## config.mk

```make
export PLATFORM = sky130hd
export DESIGN_NAME = bis_backend_input_stats_monitor
export DESIGN_NICKNAME = d
export VERILOG_FILES = /design/src/bis_pkg.sv /design/src/bis_backend_input_stats_monitor.sv
export VERILOG_INCLUDE_DIRS = /design/src
export SDC_FILE = /design/constraint.sdc
export NUM_CORES = 1
export LEC_CHECK = 0
export BUFFER_PORTS_ARGS = -buffer_cell sky130_fd_sc_hd__buf_4
export CORE_MARGIN = 2
export CORE_UTILIZATION = 30
export DETAILED_ROUTE_END_ITERATION = 7
export PLACE_DENSITY = 0.52
export SYNTH_ARGS = -nofsm -noshare
export SYNTH_HDL_FRONTEND = slang
export SYNTH_SLANG_ARGS = --single-unit
```

## constraint.sdc

```tcl
create_clock -name ref_clk -period 11.46 [get_ports ref_clk]
set_input_delay 0.573 -clock ref_clk [delete_from_list [all_inputs] [get_ports ref_clk]]
set_output_delay 0.573 -clock ref_clk [all_outputs]
set_load 0.1 [all_outputs]
```

## src/bis_map.svh

```systemverilog
// Register offsets, field positions, reset values and widths of the backend
// input stage and statistics monitor.
// Assumes a 32-bit APB slave, with every register on one aligned word.
`ifndef BIS_MAP_SVH
`define BIS_MAP_SVH

// ****************************************************************************
// Register offsets (byte addresses)
// ****************************************************************************
`define BIS_ADDR_W            8
`define BIS_OFF_CTRL_FIRST    8'h00
`define BIS_OFF_CTRL_SECOND   8'h04
`define BIS_OFF_THR_BUF       8'h08
`define BIS_OFF_THR_COPY      8'h0c
`define BIS_OFF_TALLY_BUF     8'h10
`define BIS_OFF_TALLY_COPY    8'h14

// ****************************************************************************
// Field positions
// ****************************************************************************
`define BIS_CAS_SEL_BIT       0
`define BIS_SHIFT_LSB         1
`define BIS_SHIFT_MSB         5
`define BIS_RECT_LSB          6
`define BIS_RECT_MSB          7
`define BIS_MODE_LSB          0
`define BIS_MODE_MSB          1
`define BIS_FLAG_POS_BIT      22
`define BIS_FLAG_NEG_BIT      23
`define BIS_COPY_LOAD_BIT     0

// ****************************************************************************
// Widths, limits and reset values
// ****************************************************************************
`define BIS_DATA_W            22
`define BIS_CNT_W             16
`define BIS_MAX_SHIFT         4'h8
`define BIS_CTRL_RST          8'h00

`endif

```

## src/bis_pkg.sv

```systemverilog
// Types shared by the backend input stage and statistics monitor.
// Assumes the constants of bis_map.svh for the field codes.
package bis_pkg;

    // ************************************************************************
    // Monitor modes, rectifier settings and register selects
    // ************************************************************************
    typedef enum logic [1:0] {
        MODE_MIN   = 2'h0,
        MODE_MAX   = 2'h1,
        MODE_UNDER = 2'h2,
        MODE_OVER  = 2'h3
    } bis_mon_mode_t;

    typedef enum logic [1:0] {
        RECT_NONE  = 2'h0,
        RECT_HALF  = 2'h1,
        RECT_FULL  = 2'h2,
        RECT_FULLB = 2'h3
    } bis_rect_t;

    typedef enum logic [2:0] {
        SEL_NONE,
        SEL_CTRL_FIRST,
        SEL_CTRL_SECOND,
        SEL_THR_BUF,
        SEL_THR_COPY,
        SEL_TALLY_BUF,
        SEL_TALLY_COPY
    } bis_reg_sel_t;

endpackage : bis_pkg

```

## src/bis_backend_input_stats_monitor.sv

```systemverilog
// Backend input stage (shifter, cascade adder, rectifier) with the
// statistics monitor behind it, configured over APB.
// Assumes macData, casData and sampleValid are synchronous to ref_clk and
// that the APB master runs on ref_clk as well.
//
// Added by the designer: the address map and the APB register port.
`timescale 1ns/1ps
`include "bis_map.svh"

module bis_backend_input_stats_monitor #(
    parameter int CNT_W = `BIS_CNT_W
) (
    input  wire logic                     ref_clk,
    input  wire logic                     sys_rst,
    input  wire logic                     clkEn,

    input  wire logic                     psel,
    input  wire logic                     penable,
    input  wire logic                     pwrite,
    input  wire logic [`BIS_ADDR_W-1:0]   paddr,
    input  wire logic [31:0]              pwdata,
    output logic      [31:0]              prdata,
    output logic                          pready,
    output logic                          pslverr,

    input  wire logic [`BIS_DATA_W-1:0]   macData,
    input  wire logic [`BIS_DATA_W-1:0]   casData,
    input  wire logic                     sampleValid,

    output logic      [`BIS_DATA_W-1:0]   resultBus,
    output logic                          resultValid,
    output logic                          posOverflow,
    output logic                          negOverflow
);

    // ************************************************************************
    // Constants and state
    // ************************************************************************
    localparam int             DATA_W    = `BIS_DATA_W;
    localparam logic [3:0]     MAX_SHIFT = `BIS_MAX_SHIFT;
    localparam logic [DATA_W-1:0] MIN_VAL = {1'b1, {(DATA_W-1){1'b0}}};
    localparam logic [CNT_W-1:0]  CNT_TOP = {CNT_W{1'b1}};

    typedef struct packed {
        logic [7:0]        ctrlFirst;
        logic [7:0]        ctrlSecond;

        logic [DATA_W+1:0] thrBuf;
        logic [DATA_W-1:0] threshold;
        logic              ovfPos;
        logic              ovfNeg;
        logic [CNT_W-1:0]  tallyBuf;
        logic [CNT_W-1:0]  tally;

        logic [DATA_W-1:0] xData;
        logic              xValid;
        logic              xPos;
        logic              xNeg;

        logic [31:0]       rdData;
    } bis_state_t;

    // The threshold starts at the most negative value so that max mode
    // tracks from the first sample without software set-up.
    localparam bis_state_t RESET_STATE = '{
        ctrlFirst:  `BIS_CTRL_RST,
        ctrlSecond: `BIS_CTRL_RST,

        thrBuf:     '0,
        threshold:  MIN_VAL,
        ovfPos:     1'b0,
        ovfNeg:     1'b0,
        tallyBuf:   '0,
        tally:      '0,

        xData:      '0,
        xValid:     1'b0,
        xPos:       1'b0,
        xNeg:       1'b0,

        rdData:     '0
    };

    bis_state_t stateReg;
    bis_state_t stateNext;

    // ************************************************************************
    // Helper functions
    // ************************************************************************
    // Address decode, shared by the read capture and the write path.
    function automatic bis_pkg::bis_reg_sel_t decodeSel(
        input logic [`BIS_ADDR_W-1:0] addr
    );
        bis_pkg::bis_reg_sel_t sel;
        case (addr)
            `BIS_OFF_CTRL_FIRST: begin
                sel = bis_pkg::SEL_CTRL_FIRST;
            end
            `BIS_OFF_CTRL_SECOND: begin
                sel = bis_pkg::SEL_CTRL_SECOND;
            end
            `BIS_OFF_THR_BUF: begin
                sel = bis_pkg::SEL_THR_BUF;
            end
            `BIS_OFF_THR_COPY: begin
                sel = bis_pkg::SEL_THR_COPY;
            end
            `BIS_OFF_TALLY_BUF: begin
                sel = bis_pkg::SEL_TALLY_BUF;
            end
            `BIS_OFF_TALLY_COPY: begin
                sel = bis_pkg::SEL_TALLY_COPY;
            end
            default: begin
                sel = bis_pkg::SEL_NONE;
            end
        endcase
        return sel;
    endfunction : decodeSel

    // Returns {roundBit, shiftedValue}. Control bit 4 set means a right
    // shift; magnitudes above the maximum are clamped to it.
    function automatic logic [DATA_W:0] shiftRound(
        input logic [DATA_W-1:0] v,
        input logic [4:0]        ctl
    );
        logic [3:0]        amt;
        logic [DATA_W-1:0] shifted;
        logic              rnd;
        amt     = (ctl[3:0] > MAX_SHIFT) ? MAX_SHIFT : ctl[3:0];
        shifted = v;
        rnd     = 1'b0;
        if (ctl[4]) begin
            shifted = DATA_W'($signed(v) >>> amt);
            if (amt != 4'h0) begin
                // The last bit shifted out rounds the result half up.
                rnd = v[amt - 4'h1];
            end
        end else begin
            // Bits pushed out of the top are simply lost, unflagged.
            shifted = v << amt;
        end
        return {rnd, shifted};
    endfunction : shiftRound

    // Saturating increment of the event counter.
    function automatic logic [CNT_W-1:0] tallyInc(input logic [CNT_W-1:0] c);
        return (c == CNT_TOP) ? c : c + 1'b1;
    endfunction : tallyInc

    // ************************************************************************
    // Input stage: shifter, cascade adder, rectifier
    // ************************************************************************
    logic [DATA_W:0]   shiftOut;
    logic [DATA_W-1:0] casOperand;
    logic [DATA_W+1:0] cascadeSum;
    logic [DATA_W-1:0] adderOut;
    logic [DATA_W-1:0] rectOut;
    logic              sumPos;
    logic              sumNeg;

    always_comb begin
        shiftOut = shiftRound(macData,
                              stateReg.ctrlFirst[`BIS_SHIFT_MSB:`BIS_SHIFT_LSB]);
        casOperand = stateReg.ctrlFirst[`BIS_CAS_SEL_BIT] ? casData : '0;
        // Two guard bits keep the true sum, so both limits can be seen.
        cascadeSum = (DATA_W+2)'($signed(shiftOut[DATA_W-1:0]))
                   + (DATA_W+2)'($signed(casOperand))
                   + {{(DATA_W+1){1'b0}}, shiftOut[DATA_W]};
        // Above the top: sign clear with a guard bit or bit 21 set.
        sumPos = ~cascadeSum[DATA_W+1]
               & (cascadeSum[DATA_W] | cascadeSum[DATA_W-1]);
        // Below the bottom: sign set, guard bits and bit 21 not all set.
        sumNeg = cascadeSum[DATA_W+1]
               & ~(cascadeSum[DATA_W] & cascadeSum[DATA_W-1]);
        // The bus keeps the wrapped low bits; the markers carry the overflow.
        adderOut = cascadeSum[DATA_W-1:0];
        case (bis_pkg::bis_rect_t'(stateReg.ctrlFirst[`BIS_RECT_MSB:`BIS_RECT_LSB]))
            bis_pkg::RECT_NONE: begin
                rectOut = adderOut;
            end
            bis_pkg::RECT_HALF: begin
                rectOut = adderOut[DATA_W-1] ? '0 : adderOut;
            end
            bis_pkg::RECT_FULL,
            bis_pkg::RECT_FULLB: begin
                // The most negative value has no positive twin and stays put.
                if (adderOut[DATA_W-1] && adderOut != MIN_VAL) begin
                    rectOut = '0 - adderOut;
                end else begin
                    rectOut = adderOut;
                end
            end
            default: begin
                rectOut = adderOut;
            end
        endcase
    end

    // ************************************************************************
    // Next state: pipeline, monitor, APB
    // ************************************************************************
    bis_pkg::bis_reg_sel_t  setupSel;
    bis_pkg::bis_reg_sel_t  accessSel;
    bis_pkg::bis_mon_mode_t monMode;
    logic                   apbWrite;
    logic                   sampleAbove;
    logic                   sampleBelow;
    logic                   anyOverflow;
    logic                   flagClear;

    always_comb begin
        stateNext = stateReg;
        setupSel  = decodeSel(paddr);
        accessSel = setupSel;
        apbWrite  = psel & penable & pwrite & clkEn;
        flagClear = 1'b0;

        // Stage register: the result bus and its overflow markers.
        stateNext.xValid = sampleValid;
        stateNext.xPos   = sampleValid & sumPos;
        stateNext.xNeg   = sampleValid & sumNeg;
        if (sampleValid) begin
            stateNext.xData = rectOut;
        end

        // Monitor acts on the registered result, once per valid sample.
        monMode     = bis_pkg::bis_mon_mode_t'(
                          stateReg.ctrlSecond[`BIS_MODE_MSB:`BIS_MODE_LSB]);
        sampleAbove = $signed(stateReg.xData) > $signed(stateReg.threshold);
        sampleBelow = $signed(stateReg.xData) < $signed(stateReg.threshold);
        anyOverflow = stateReg.xPos | stateReg.xNeg;
        // In max and min modes the counter moves only with the threshold.
        if (stateReg.xValid) begin
            case (monMode)
                bis_pkg::MODE_MAX: begin
                    if (sampleAbove && !anyOverflow) begin
                        stateNext.threshold = stateReg.xData;
                        stateNext.tally     = tallyInc(stateReg.tally);
                    end
                end
                bis_pkg::MODE_MIN: begin
                    if (sampleBelow && !anyOverflow) begin
                        stateNext.threshold = stateReg.xData;
                        stateNext.tally     = tallyInc(stateReg.tally);
                    end
                end
                bis_pkg::MODE_OVER: begin
                    if (sampleAbove || stateReg.xPos) begin
                        stateNext.tally = tallyInc(stateReg.tally);
                    end
                end
                bis_pkg::MODE_UNDER: begin
                    if (sampleBelow) begin
                        stateNext.tally = tallyInc(stateReg.tally);
                    end
                end
                default: begin
                    stateNext.tally = stateReg.tally;
                end
            endcase
        end

        // Read data is caught in the setup cycle so prdata is a flip-flop.
        // The threshold and counter themselves never appear here.
        if (psel && !penable && !pwrite) begin
            case (setupSel)
                bis_pkg::SEL_CTRL_FIRST: begin
                    stateNext.rdData = {24'h000000, stateReg.ctrlFirst};
                end
                bis_pkg::SEL_CTRL_SECOND: begin
                    stateNext.rdData = {24'h000000, stateReg.ctrlSecond};
                end
                bis_pkg::SEL_THR_BUF: begin
                    stateNext.rdData = 32'(stateReg.thrBuf);
                end
                bis_pkg::SEL_TALLY_BUF: begin
                    stateNext.rdData = 32'(stateReg.tallyBuf);
                end
                default: begin
                    stateNext.rdData = '0;
                end
            endcase
        end

        // Software writes override a same-cycle monitor update of the threshold or counter.
        if (apbWrite) begin
            case (accessSel)
                bis_pkg::SEL_CTRL_FIRST: begin
                    stateNext.ctrlFirst = pwdata[7:0];
                end
                bis_pkg::SEL_CTRL_SECOND: begin
                    stateNext.ctrlSecond = pwdata[7:0];
                end
                bis_pkg::SEL_THR_BUF: begin
                    stateNext.thrBuf = pwdata[DATA_W+1:0];
                end
                bis_pkg::SEL_THR_COPY: begin
                    if (pwdata[`BIS_COPY_LOAD_BIT]) begin
                        stateNext.threshold = stateReg.thrBuf[DATA_W-1:0];
                    end else begin
                        // The snapshot keeps the flags as they were before clearing.
                        stateNext.thrBuf = {stateReg.ovfNeg, stateReg.ovfPos,
                                            stateReg.threshold};
                    end
                    flagClear = 1'b1;
                end
                bis_pkg::SEL_TALLY_BUF: begin
                    stateNext.tallyBuf = pwdata[CNT_W-1:0];
                end
                bis_pkg::SEL_TALLY_COPY: begin
                    if (pwdata[`BIS_COPY_LOAD_BIT]) begin
                        stateNext.tally = stateReg.tallyBuf;
                    end else begin
                        stateNext.tallyBuf = stateReg.tally;
                    end
                end
                default: begin
                    stateNext.rdData = stateReg.rdData;
                end
            endcase
        end

        // Sticky flags: an overflow in the clearing cycle survives the clear.
        stateNext.ovfPos = (stateReg.ovfPos & ~flagClear) | stateReg.xPos;
        stateNext.ovfNeg = (stateReg.ovfNeg & ~flagClear) | stateReg.xNeg;
    end

    // ************************************************************************
    // State register
    // ************************************************************************
    // Reset wins over a low clock enable, so a frozen block can be cleared.
    always_ff @(posedge ref_clk) begin
        if (sys_rst) begin
            stateReg <= RESET_STATE;
        end else if (clkEn) begin
            stateReg <= stateNext;
        end
    end

    // ************************************************************************
    // Outputs
    // ************************************************************************
    // While the clock enable is low the slave holds the master in its
    // access phase, so no write is taken by frozen state.
    assign pready      = clkEn;
    assign pslverr     = psel & penable & (accessSel == bis_pkg::SEL_NONE);
    // Data outputs come straight from the state register.
    assign prdata      = stateReg.rdData;
    assign resultBus   = stateReg.xData;
    assign resultValid = stateReg.xValid;
    assign posOverflow = stateReg.xPos;
    assign negOverflow = stateReg.xNeg;

endmodule : bis_backend_input_stats_monitor

```

==> results.yml, run 1 <==
floorplanning:
  die_h_um: 206.2
  ios: 150
  num_rows: 74
  core_area_mm2: 0.04055
  start_util_pct: 30.24
  dieArea_mm2: 0.04251
  fp.dieW_um: 206.2
synth:
  synth-main-ff-cell: "dfxtp_1"
  ys_ff_latch: 145
  ys.warnings.count: 0
  yosys-top-cells-area: "dfxtp_1, mux2i_1, nor2_1, a211oi_1, ha_1"
  syn-cell-area_mm2: 0.01226
  synth_cells: 1669
  yosysTopAreaCell: "dfxtp_1"
  synth_edf_count: 0
  ys_types: 90
  avgSynthCellArea_um2: 7.347
  ys_async_sr_fraction_pct: 0
  synth_top_area_share_pct: 23.67
  ys_seq_area_share_pct: 23.67
sta:
  min_period_ps: 6862
  timing.slew.headroom_pct: 22.14
  slew_viol_final: 0
  fin_tns_setup_ps: 0
  hold_violations: 0
  finalCritPeriodShare_pct: 59.87
  rsz0062_at_grt: "no"
  tightest_slew_ps: 1168
  finalSetupViolations: 0
  finClkSkew_ps: 11.77
  fmax_mhz: 145.7
cts:
  cts.htree.levels: 4
  cts_tree: "yes"
  cts-root-buf: "clkbuf_16"
  clock_sinks: 145
  cts_buffers: 17
  cts_resized: 0
  postCtsSetupBuffers: 0
  cts.clk_slew.worst_paths_ps: 70
  cts_hold_buf: 0
  clk_latency_ps: 440
  cts_buffer_depth: 2
placement:
  gp_congestion: 0.9364
  hpwl_mm: 34.83
  place.port_buffers: 133
  dpl.cell_count: 2179
  dpl-instance-area_mm2: 0.01322
worst_setup_path:
  cp_slowest_cell: "a211oi_1"
  worstReg2RegEnd: "resultBus[13]"
  worst-r2r-cell-count: 24
  end_kind: "flop"
  start_kind: "flop"
  reg2reg_slack_ps: 4600
  cpPeakStageDelay_ps: 530
  crit_required_ps: 11760
  crit_type: "flop to flop"
  cp_num_buf_inv: 5
  path_delay_family: "compound AO/OA/AOI/OAI gates"
  worstPathArrival_ps: 7160
  worstReg2RegStart: "stateReg[149]"
  path_cells: "buf_4 -> nor2b_1 -> buf_4 -> inv_1 -> nor2_1 -> nor2_1 -> inv_1 -> mux4_2 -> o32a_1 -> o22a_1 -> nor2_1 -> fa_1 -> inv_1 -> fa_1 -> and2b_1 -> o2111ai_2 -> a21o_1 -> a211oi_1 -> o21ai_0 -> a2111oi_2 -> a41oi_1 -> o21ai_0 -> xor2_1 -> o22ai_1"
  path_max_fanout: 49
global_route:
  grt_pass1_vias: 11790
  grt_pass1_wl_mm: 70.89
  grt-ovfl-total: 0
  grt_use_total_pct: 21.64
  grt_max_degree: 97
  antenna_found_initial: 0
power:
  pwr-share-comb_pct: 19.7
  p_sw_uw: 443.3
  power_density_mw_per_mm2: 98.05
  clkPwrFrac_pct: 41.1
  swShare_pct: 32.80
  p_seq_share_pct: 39.1
  power.total_mw: 1.352
  cellLeakagePower_nw: 5.236
  p_int_uw: 908.3
  vdd_ir_drop_max_mv: 0.09358
drt:
  drcViolationCount: 0
  vias: 12620
  firstDrtPassIters: 8
  wl_per_cell_um: 20.93
  routed_wl_mm: 46.26
  drtIter0Drc: 1085
  routed_via_density: 5.711
  antenna_left: 0
worst_hold_path:
  hold_end: "stateReg[151]"
  hold_path_class: "input pin to flop"
  min-delay-start: "pwdata[6]"
  whs_path_depth: 3
final_layout:
  final_nets: 1806
  layout-drive-gt1-share_pct: 13.05
  areaGrowthSynthToFinish_pct: 12.42
  num_antenna_cells: 0
  final_cell_area_mm2: 0.01378
  final_cells: 2210
  fin_util_pct: 33.99
job:
  cap_violations: 0
run_status:
  outcome: "finished, final reports clean"
==> kinds of logic (layout without fill, tap and decap cells) <==
kind of cell / after synthesis / count (layout) / share of synthesized area (%)
buffers and inverters: 227 / 229 / 8.714
multiplexers: 107 / 107 / 9.071
flip-flops: 145 / 145 / 23.67
AO/OA/AOI/OAI: 503 / 503 / 28.34
other: 1 / 8 / 0.03058
adder cells (fa/ha/maj): 50 / 50 / 5.204
XOR/XNOR: 17 / 17 / 1.214
AND/OR/NAND/NOR: 619 / 619 / 23.76
==> synth_stat cells (all sizes together) (4+ instances only) <==
cell and n:
buf 70, nor4b 7, a2111oi 11, and2 37
mux2i 101, o2111ai 6, a31oi 11, xor2 9
o31ai 11, or3 11, o211ai 25, or4 9
nor3 44, nand3 47, a311oi 6, a22oi 20
xnor2 8, o21a 11, a21oi 95, o22ai 19
and4 11, nand2 112, a221oi 10, o31a 4
nor2b 6, o21bai 4, a22o 20, nor2 256
inv 45, nand2b 19, or2 11, and3 18
ha 47, o21ai 101, clkbuf 110, dfxtp 145
a211oi 82, o311ai 4, a21o 23, nor4 17
o221ai 5, nand4 9, a21boi 5
==> placed cells by master (no fill, tap or decap), drive strengths merged, types with 11 or more instances in the layout <==
cell	netlist	layout
a31oi	11	11
inv	45	51
o22ai	19	19
a2111oi	11	11
o21ai	101	101
a22oi	20	20
nand3	47	47
nand2b	19	19
a211oi	82	82
or3	11	11
o31ai	11	11
nor2	256	256
ha	47	47
dfxtp	145	145
o21a	11	11
o211ai	25	25
and2	37	37
nand2	112	112
a22o	20	20
a21o	23	23
and3	18	18
buf	70	151
and4	11	11
clkbuf	110	19
mux2i	101	101
nor4	17	17
or2	11	11
a21oi	95	95
nor3	44	44
==> stage by stage <==
step | setup WS, ps | hold slack (ps)
after floorplan | 5370 | 432.3
after global placement | 4868 | 444.2
after detailed placement | 4755 | 450.8
after CTS | 4708 | 428.0
after global routing | 4102 | 431.2
final | 4598 | 439.5
==> state kept, by name (all words and copies together) (netlist names) <==
signal	cells
resultBus	22
negOverflow	1
prdata	24
monMode	2
posOverflow	1
resultValid	1
stateReg	94
==> area by class of cell <==
cell class	count	area, µm²
timing repair buffer	151	1134
clock buffer	19	442.9
clock inverter	12	123.9
multi-input combinational	1304	8339
inverter	47	176.4
sequential	145	2903
fill	4337	26770
tap	532	665.6
==> metal layers <==
layer | vias to the layer above | global-route usage [%] | share of wire [%]
met2 | 415 | 34.52 | 45
met3 | 45 | 2.980 | 5.8
met1 | 6083 | 30.91 | 47
li1 | 6078 | - | -
met4 | 0 | 4.515 | 1.6
met5 | - | 0 | 0
==> worst register-to-register path, stage by stage (launching register included) <==
cell       delay, ps
dfxtp_1          350
buf_4            440
nor2b_1          100
buf_4            230
inv_1            380
nor2_1           120
nor2_1           240
inv_1             70
mux4_2           480
o32a_1           300
o22a_1           190
nor2_1           160
fa_1             300
inv_1             80
fa_1             460
and2b_1          280
o2111ai_2        190
a21o_1           250
a211oi_1         530
o21ai_0          270
a2111oi_2        530
a41oi_1          320
o21ai_0          190
xor2_1           180
o22ai_1          100
==> power groups by stage <==
stage	combinational, mW	clock, mW	sequential, mW
floorplan	0.188	0	0.532
detailed placement	0.264	0	0.540
global placement	0.262	0	0.540
finish	0.267	0.556	0.529
CTS	0.265	0.562	0.529
global route	0.288	0.584	0.530
==> worst max-delay path by stage <==
stage | from | to | slack (ps) | cells past startpoint
6_report | stateReg[149] | resultBus[13] | 4600 | 24
4_1_cts | stateReg[149] | resultBus[19] | 4710 | 24
3_3_place_gp | stateReg[149] | resultBus[13] | 4870 | 24
5_1_grt | stateReg[149] | resultBus[18] | 4100 | 22
2_1_floorplan | stateReg[146] | resultBus[18] | 5370 | 24
3_5_place_dp | stateReg[149] | resultBus[19] | 4750 | 24
Power figures use the tool's default switching activity.
==> run 2, diff against run 1 <==
--- a/config.mk
+++ b/config.mk
@@ -10,7 +10,7 @@
 export CORE_MARGIN = 2
 export CORE_UTILIZATION = 30
 export DETAILED_ROUTE_END_ITERATION = 7
-export PLACE_DENSITY = 0.52
+export PLACE_DENSITY = 0.53
 export SYNTH_ARGS = -nofsm -noshare
 export SYNTH_HDL_FRONTEND = slang
 export SYNTH_SLANG_ARGS = --single-unit
==> constraint.sdc (replaced) <==
create_clock -name ref_clk -period 6.26 [get_ports ref_clk]
set_input_delay 0.313 -clock ref_clk [delete_from_list [all_inputs] [get_ports ref_clk]]
set_output_delay 0.313 -clock ref_clk [all_outputs]
set_load 0.1 [all_outputs]
==> run 2 against run 1 <==
Routed wire length increased by 0.20%; first-iteration DRC count shrank 4.1%; highest routed layer unchanged; power rose by 86%; final area is 1.2% higher.
==> results.yml, run 2 (synthesis results as in run 1) <==
final_layout:
  largest_reg_flops: 94
  areaGrowthSynthToFinish_pct: 13.79
  final_cell_mix: "nor2_1, buf_4, dfxtp_1"
  final_nets: 1817
  layout-drive-gt1-share_pct: 14.02
  layout_commonest_cell: "nor2_1"
  regMostFlops: "stateReg"
drt:
  vias: 12710
  wl_met2_mm: 21.22
  firstDrtPassIters: 5
  antenna_left: 0
  top_layer: "met4"
  m1WireLength_mm: 21.20
  wl_per_cell_um: 20.85
  drtIter0Drc: 1040
  drcViolationCount: 0
  wl_met3_mm: 2.940
  routed_via_density: 5.717
  routed_wl_mm: 46.35
placement:
  gp_congestion: 0.9481
  hpwl_mm: 35.34
  place.port_buffers: 133
floorplanning:
  die_h_um: 206.2
  fp.dieW_um: 206.2
  start_util_pct: 30.24
  core_area_mm2: 0.04055
  ios: 150
  dieArea_mm2: 0.04251
  num_rows: 74
cts:
  clock_sinks: 145
  cts-root-buf: "clkbuf_16"
  cts.htree.levels: 4
  cts_buffers: 17
  cts_tree: "yes"
  cts.clk_slew.worst_paths_ps: 70
  cts_hold_buf: 0
  cts_buffer_depth: 2
  clk_latency_ps: 440
global_route:
  antenna_found_initial: 1
  grt_use_total_pct: 21.67
  grt_pass1_wl_mm: 70.93
  grt_pass1_vias: 11890
  grt_max_degree: 95
  grt-ovfl-total: 0
sta:
  finClkSkew_ps: 9.686
  finalCritPeriodShare_pct: 93.16
  fin_tns_setup_ps: 0
  tightest_slew_ps: 1206
  finalSetupViolations: 0
  fmax_mhz: 171.5
  timing.slew.headroom_pct: 18.99
  hold_violations: 0
  min_period_ps: 5832
  slew_viol_final: 0
power:
  vdd_ir_drop_max_mv: 0.1699
  cellLeakagePower_nw: 5.317
  power_density_mw_per_mm2: 180.2
  power.total_mw: 2.514
worst_setup_path:
  worstPathArrival_ps: 6130
  start_kind: "flop"
  worst-r2r-cell-count: 23
  end_kind: "flop"
  reg2reg_slack_ps: 430
  worstReg2RegStart: "stateReg[146]"
  path_max_fanout: 50
  crit_required_ps: 6560
  crit_type: "flop to flop"
  worstReg2RegEnd: "resultBus[19]"
worst_hold_path:
  min-delay-start: "pwdata[6]"
  hold_end: "stateReg[151]"
  whs_path_depth: 3
  hold_path_class: "input pin to flop"
run_status:
  outcome: "finished, final reports clean"
job:
  cap_violations: 0
## run 2: cell count changes in the layout (fill, tap and decap cells not counted), sizes merged
cell | before | now
buf | 151 | 162
inv | 51 | 54
clkinvlp | 4 | 3
diode | 0 | 1
clkinv | 3 | 4
clkbuf | 19 | 17
## run 2: per-stage QoR
step	util [%]	worst slack [ps]	hold slack, ps	cell area, µm²	instances
after floorplan	-	169.5	432.3	12290	1676
after global placement	32.81	375.5	448.7	13310	2189
after detailed placement	32.81	175.3	457.5	13310	2189
after CTS	34.27	153.6	166.3	13900	2221
after global routing	34.40	-27.59	184.1	13950	2223
final	34.40	428.0	186.3	13950	2223
## run 2: worst max-delay path by stage
stage                  start             to  slack [ps]  cells past startpoint
6_report       stateReg[146]  resultBus[19]         430                     23
2_1_floorplan  stateReg[146]  resultBus[18]         170                     24
4_1_cts        stateReg[146]  resultBus[13]         150                     23
3_5_place_dp   stateReg[146]  resultBus[13]         180                     23
3_3_place_gp   stateReg[146]  resultBus[19]         380                     23
5_1_grt        stateReg[146]  resultBus[13]         -30                     22
## run 2: routing by layer
| metal | vias up | GRT usage [%] |
|---|---|---|
| met5 | - | 0 |
| met4 | 0 | 5.689 |
| met3 | 47 | 3.942 |
| met2 | 435 | 34.80 |
| met1 | 6128 | 29.75 |
| li1 | 6098 | - |
## run 2: critical path: stages (launching register included)
cell and delay (ps):
dfxtp_1 350, nor2b_1 160, inv_1 150, buf_12 230
nor2_1 70, nor2_1 190, inv_1 60, mux4_2 450
o32a_1 290, o22a_1 220, nor2_1 140, fa_1 280
inv_1 80, fa_1 440, and2b_1 280, o2111ai_2 190
a21o_1 280, a211oi_4 340, o211ai_1 150, a311oi_1 500
a31oi_4 210, a21boi_1 200, a211oi_1 300, nor3_1 90
## run 2: power breakdown
| group | internal (mW) | switching, mW | total, mW |
|---|---|---|---|
| sequential | 0.939 | 0.0301 | 0.969 |
| combinational | 0.161 | 0.329 | 0.491 |
| clock | 0.568 | 0.486 | 1.05 |
## run 2: area by class of cell
cell class                      count  area (µm²)
Antenna cell                        1       2.502
Clock buffer                       17       425.4
Timing Repair Buffer              162        1229
Sequential cell                   145        2903
Multi-Input combinational cell   1304        8386
Inverter                           47       176.4
Tap cell                          532       665.6
Clock inverter                     15       165.2
Fill cell                        4356       26600
## run 2: what timing repair did
action	CTS	global route
setup buffers	0	1
endpoints found under the setup margin	0	14
resized for setup	0	11
==> run 3, diff against run 2 <==
--- a/config.mk
+++ b/config.mk
@@ -6,10 +6,12 @@
 export SDC_FILE = /design/constraint.sdc
 export NUM_CORES = 1
 export LEC_CHECK = 0
+export ABC_AREA = 1
 export BUFFER_PORTS_ARGS = -buffer_cell sky130_fd_sc_hd__buf_4
 export CORE_MARGIN = 2
 export CORE_UTILIZATION = 30
 export DETAILED_ROUTE_END_ITERATION = 7
+export GPL_TIMING_DRIVEN = 0
 export PLACE_DENSITY = 0.53
 export SYNTH_ARGS = -nofsm -noshare
 export SYNTH_HDL_FRONTEND = slang
==> run 3 against run 2 <==
Clock skew is 1.4 ps higher; routed wire length is 27% higher; first-iteration DRC count is 63% higher; global-route usage is 2.2 points higher; fmax is 2.4% higher; combinational power is 57% higher; die area is 14% higher; via count is 35% higher; synthesized cell count is 48% higher; cell count is 46% higher; critical path type unchanged; critical endpoint is now resultBus[9]; largest cell class unchanged.
==> results.yml, run 3 <==
synth:
  synth-main-ff-cell: "dfxtp_1"
  ys_types: 54
  syn-cell-area_mm2: 0.01406
  ys_ff_latch: 145
  synth_cells: 2473
  yosys-top-cells-area: "nand2_1, dfxtp_1, nand3_1, o21ai_0, inv_1"
  synthTopCellsByCount: "nand2_1, inv_1, nand3_1"
  ys_async_sr_fraction_pct: 0
  synth.most_common_cell: "nand2_1"
  avgSynthCellArea_um2: 5.687
  ys_seq_area_share_pct: 20.64
  yosysTopAreaCell: "nand2_1"
  synth_edf_count: 0
  synth_top_area_share_pct: 21.46
  ys.warnings.count: 0
drt:
  firstDrtPassIters: 6
  vias: 17150
  drtIter0Drc: 1690
  routed_wl_mm: 58.91
  antenna_left: 0
  routed_via_density: 5.279
  drcViolationCount: 0
  wl_per_cell_um: 18.14
floorplanning:
  start_util_pct: 30.27
  die_h_um: 220.5
  core_area_mm2: 0.04646
  dieArea_mm2: 0.04863
  fp.dieW_um: 220.5
  ios: 150
  num_rows: 79
job:
  cap_violations: 0
placement:
  gp_congestion: 0.9484
  post-place-ws_ps: -229.8
  dpl-instance-area_mm2: 0.01584
  place.port_buffers: 132
  hpwl_mm: 47.70
cts:
  cts_hold_buf: 0
  clock_sinks: 145
  cts_tree: "yes"
  cts_buffer_depth: 2
  postCtsSetupBuffers: 0
  cts-root-buf: "clkbuf_16"
  cts.clk_slew.worst_paths_ps: 70
  clk_latency_ps: 430
  cts.htree.levels: 4
  cts_buffers: 17
worst_setup_path:
  end_kind: "flop"
  crit_required_ps: 6550
  path_max_fanout: 20
  crit_type: "flop to flop"
  crit_top_cell: "nand2_1"
  cpPeakStageDelay_ps: 390
  cp_num_buf_inv: 7
  worstPathArrival_ps: 5990
  path_delay_family: "simple AND/OR/NAND/NOR gates"
  start_kind: "flop"
  cp_slowest_cell: "fa_1"
power:
  cellLeakagePower_nw: 7.815
  power_density_mw_per_mm2: 169.8
  power.total_mw: 2.794
  vdd_ir_drop_max_mv: 0.1646
final_layout:
  final_nets: 2769
  regMostFlops: "stateReg"
  num_antenna_cells: 0
  multiInputGateArea_mm2: 0.009189
  final_cell_mix: "nand2_1, inv_1, nand3_1"
  largest_reg_flops: 94
  layout-drive-gt1-share_pct: 13.03
  areaGrowthSynthToFinish_pct: 17.00
  final_cell_area_mm2: 0.01645
  fill_cells: 5310
  regArea_mm2: 0.002903
  layout_commonest_cell: "nand2_1"
sta:
  slew_viol_final: 0
  setup_ws_ps: 563.0
  finalCritPeriodShare_pct: 91.01
  timing.slew.headroom_pct: 32.33
  hold_violations: 0
  tightest_slew_ps: 999.3
  finalSetupViolations: 0
  hold_ws_ps: 167.5
  finClkSkew_ps: 11.10
  min_period_ps: 5697
  fmax_mhz: 175.5
  fin_tns_setup_ps: 0
global_route:
  grt-ovfl-total: 0
  grt_pass1_wl_mm: 90.42
  antenna_found_initial: 1
  grt_max_degree: 21
  grt_use_total_pct: 23.89
  grt_pass1_vias: 15820
worst_hold_path:
  hold_path_class: "input pin to flop"
run_status:
  outcome: "finished, final reports clean"
## run 3: changes by cell type after synthesis, sizes merged, moves of 23 or more
cell and delta:
a211oi -80, inv +244, nand3 +190, a21oi +87, a31oi +42, nor2 -133
and2 -37, nor3 -23, mux2i -99, nand2 +723, o21ai +131, a21o -23
## run 3: stage by stage
| stage | std cells | utilization (%) |
|---|---|---|
| global route | 3248 | 35.42 |
| global placement | 3219 | 34.10 |
| floorplan | 2480 | - |
| CTS | 3248 | 35.36 |
| detailed placement | 3219 | 34.10 |
| finish | 3248 | 35.42 |
## run 3: tightest hold or removal path: cells and delay by family
family / cells / cell delay, ps
compound gates: 1 / 70
buf+inv: 1 / 110
simple gates: 1 / 60
## run 3: final timing paths
| check | start | to | slack (ps) | cells after the start |
|---|---|---|---|---|
| worst max-delay path | stateReg[148] | resultBus[9] | 560 | 33 |
| worst min-delay path | pwdata[23] | stateReg[136] | 170 | 3 |
| worst max register to register | stateReg[148] | resultBus[9] | 560 | 33 |
| worst min register to register | stateReg[139] | stateReg[139] | 460 | 2 |
## run 3: layout make-up
type | count | area share (%)
plain buffers | 172 | 5.574
well taps | 607 | 4.616
repair buffers | 132 | 6.022
flip-flops and latches | 145 | 17.64
clock inverters | 13 | 0.9885
clock buffers | 18 | 2.608
multi-input cells | 1868 | 55.84
inverters | 293 | 6.707
## run 3: kinds of logic after synthesis
| logic type | Yosys count | synth area share (%) |
|---|---|---|
| AO/OA/AOI/OAI | 529 | 20.92 |
| XOR/XNOR | 3 | 0.1869 |
| adder cells (fa/ha/maj) | 49 | 4.466 |
| buffers and inverters | 467 | 14.38 |
| flip-flops | 145 | 20.64 |
| multiplexers | 2 | 0.1424 |
| other | 1 | 0.02666 |
| AND/OR/NAND/NOR | 1277 | 39.24 |
## run 3: power breakdown
group / internal, mW / switching [mW] / total [mW]
clock: 0.625 / 0.439 / 1.06
sequential: 0.935 / 0.0239 / 0.959
combinational: 0.225 / 0.547 / 0.772
## run 3: repair_timing
action                                  CTS  global route
resized for setup                         2             7
endpoints found under the setup margin   19            21
endpoints found under the hold margin     0             0
## run 3: routing by layer
layer	part of all wire, %	track usage (%)
met1	46	33.85
met2	45	38.83
met5	0.017	0
met3	6.7	3.038
met4	1.5	4.756
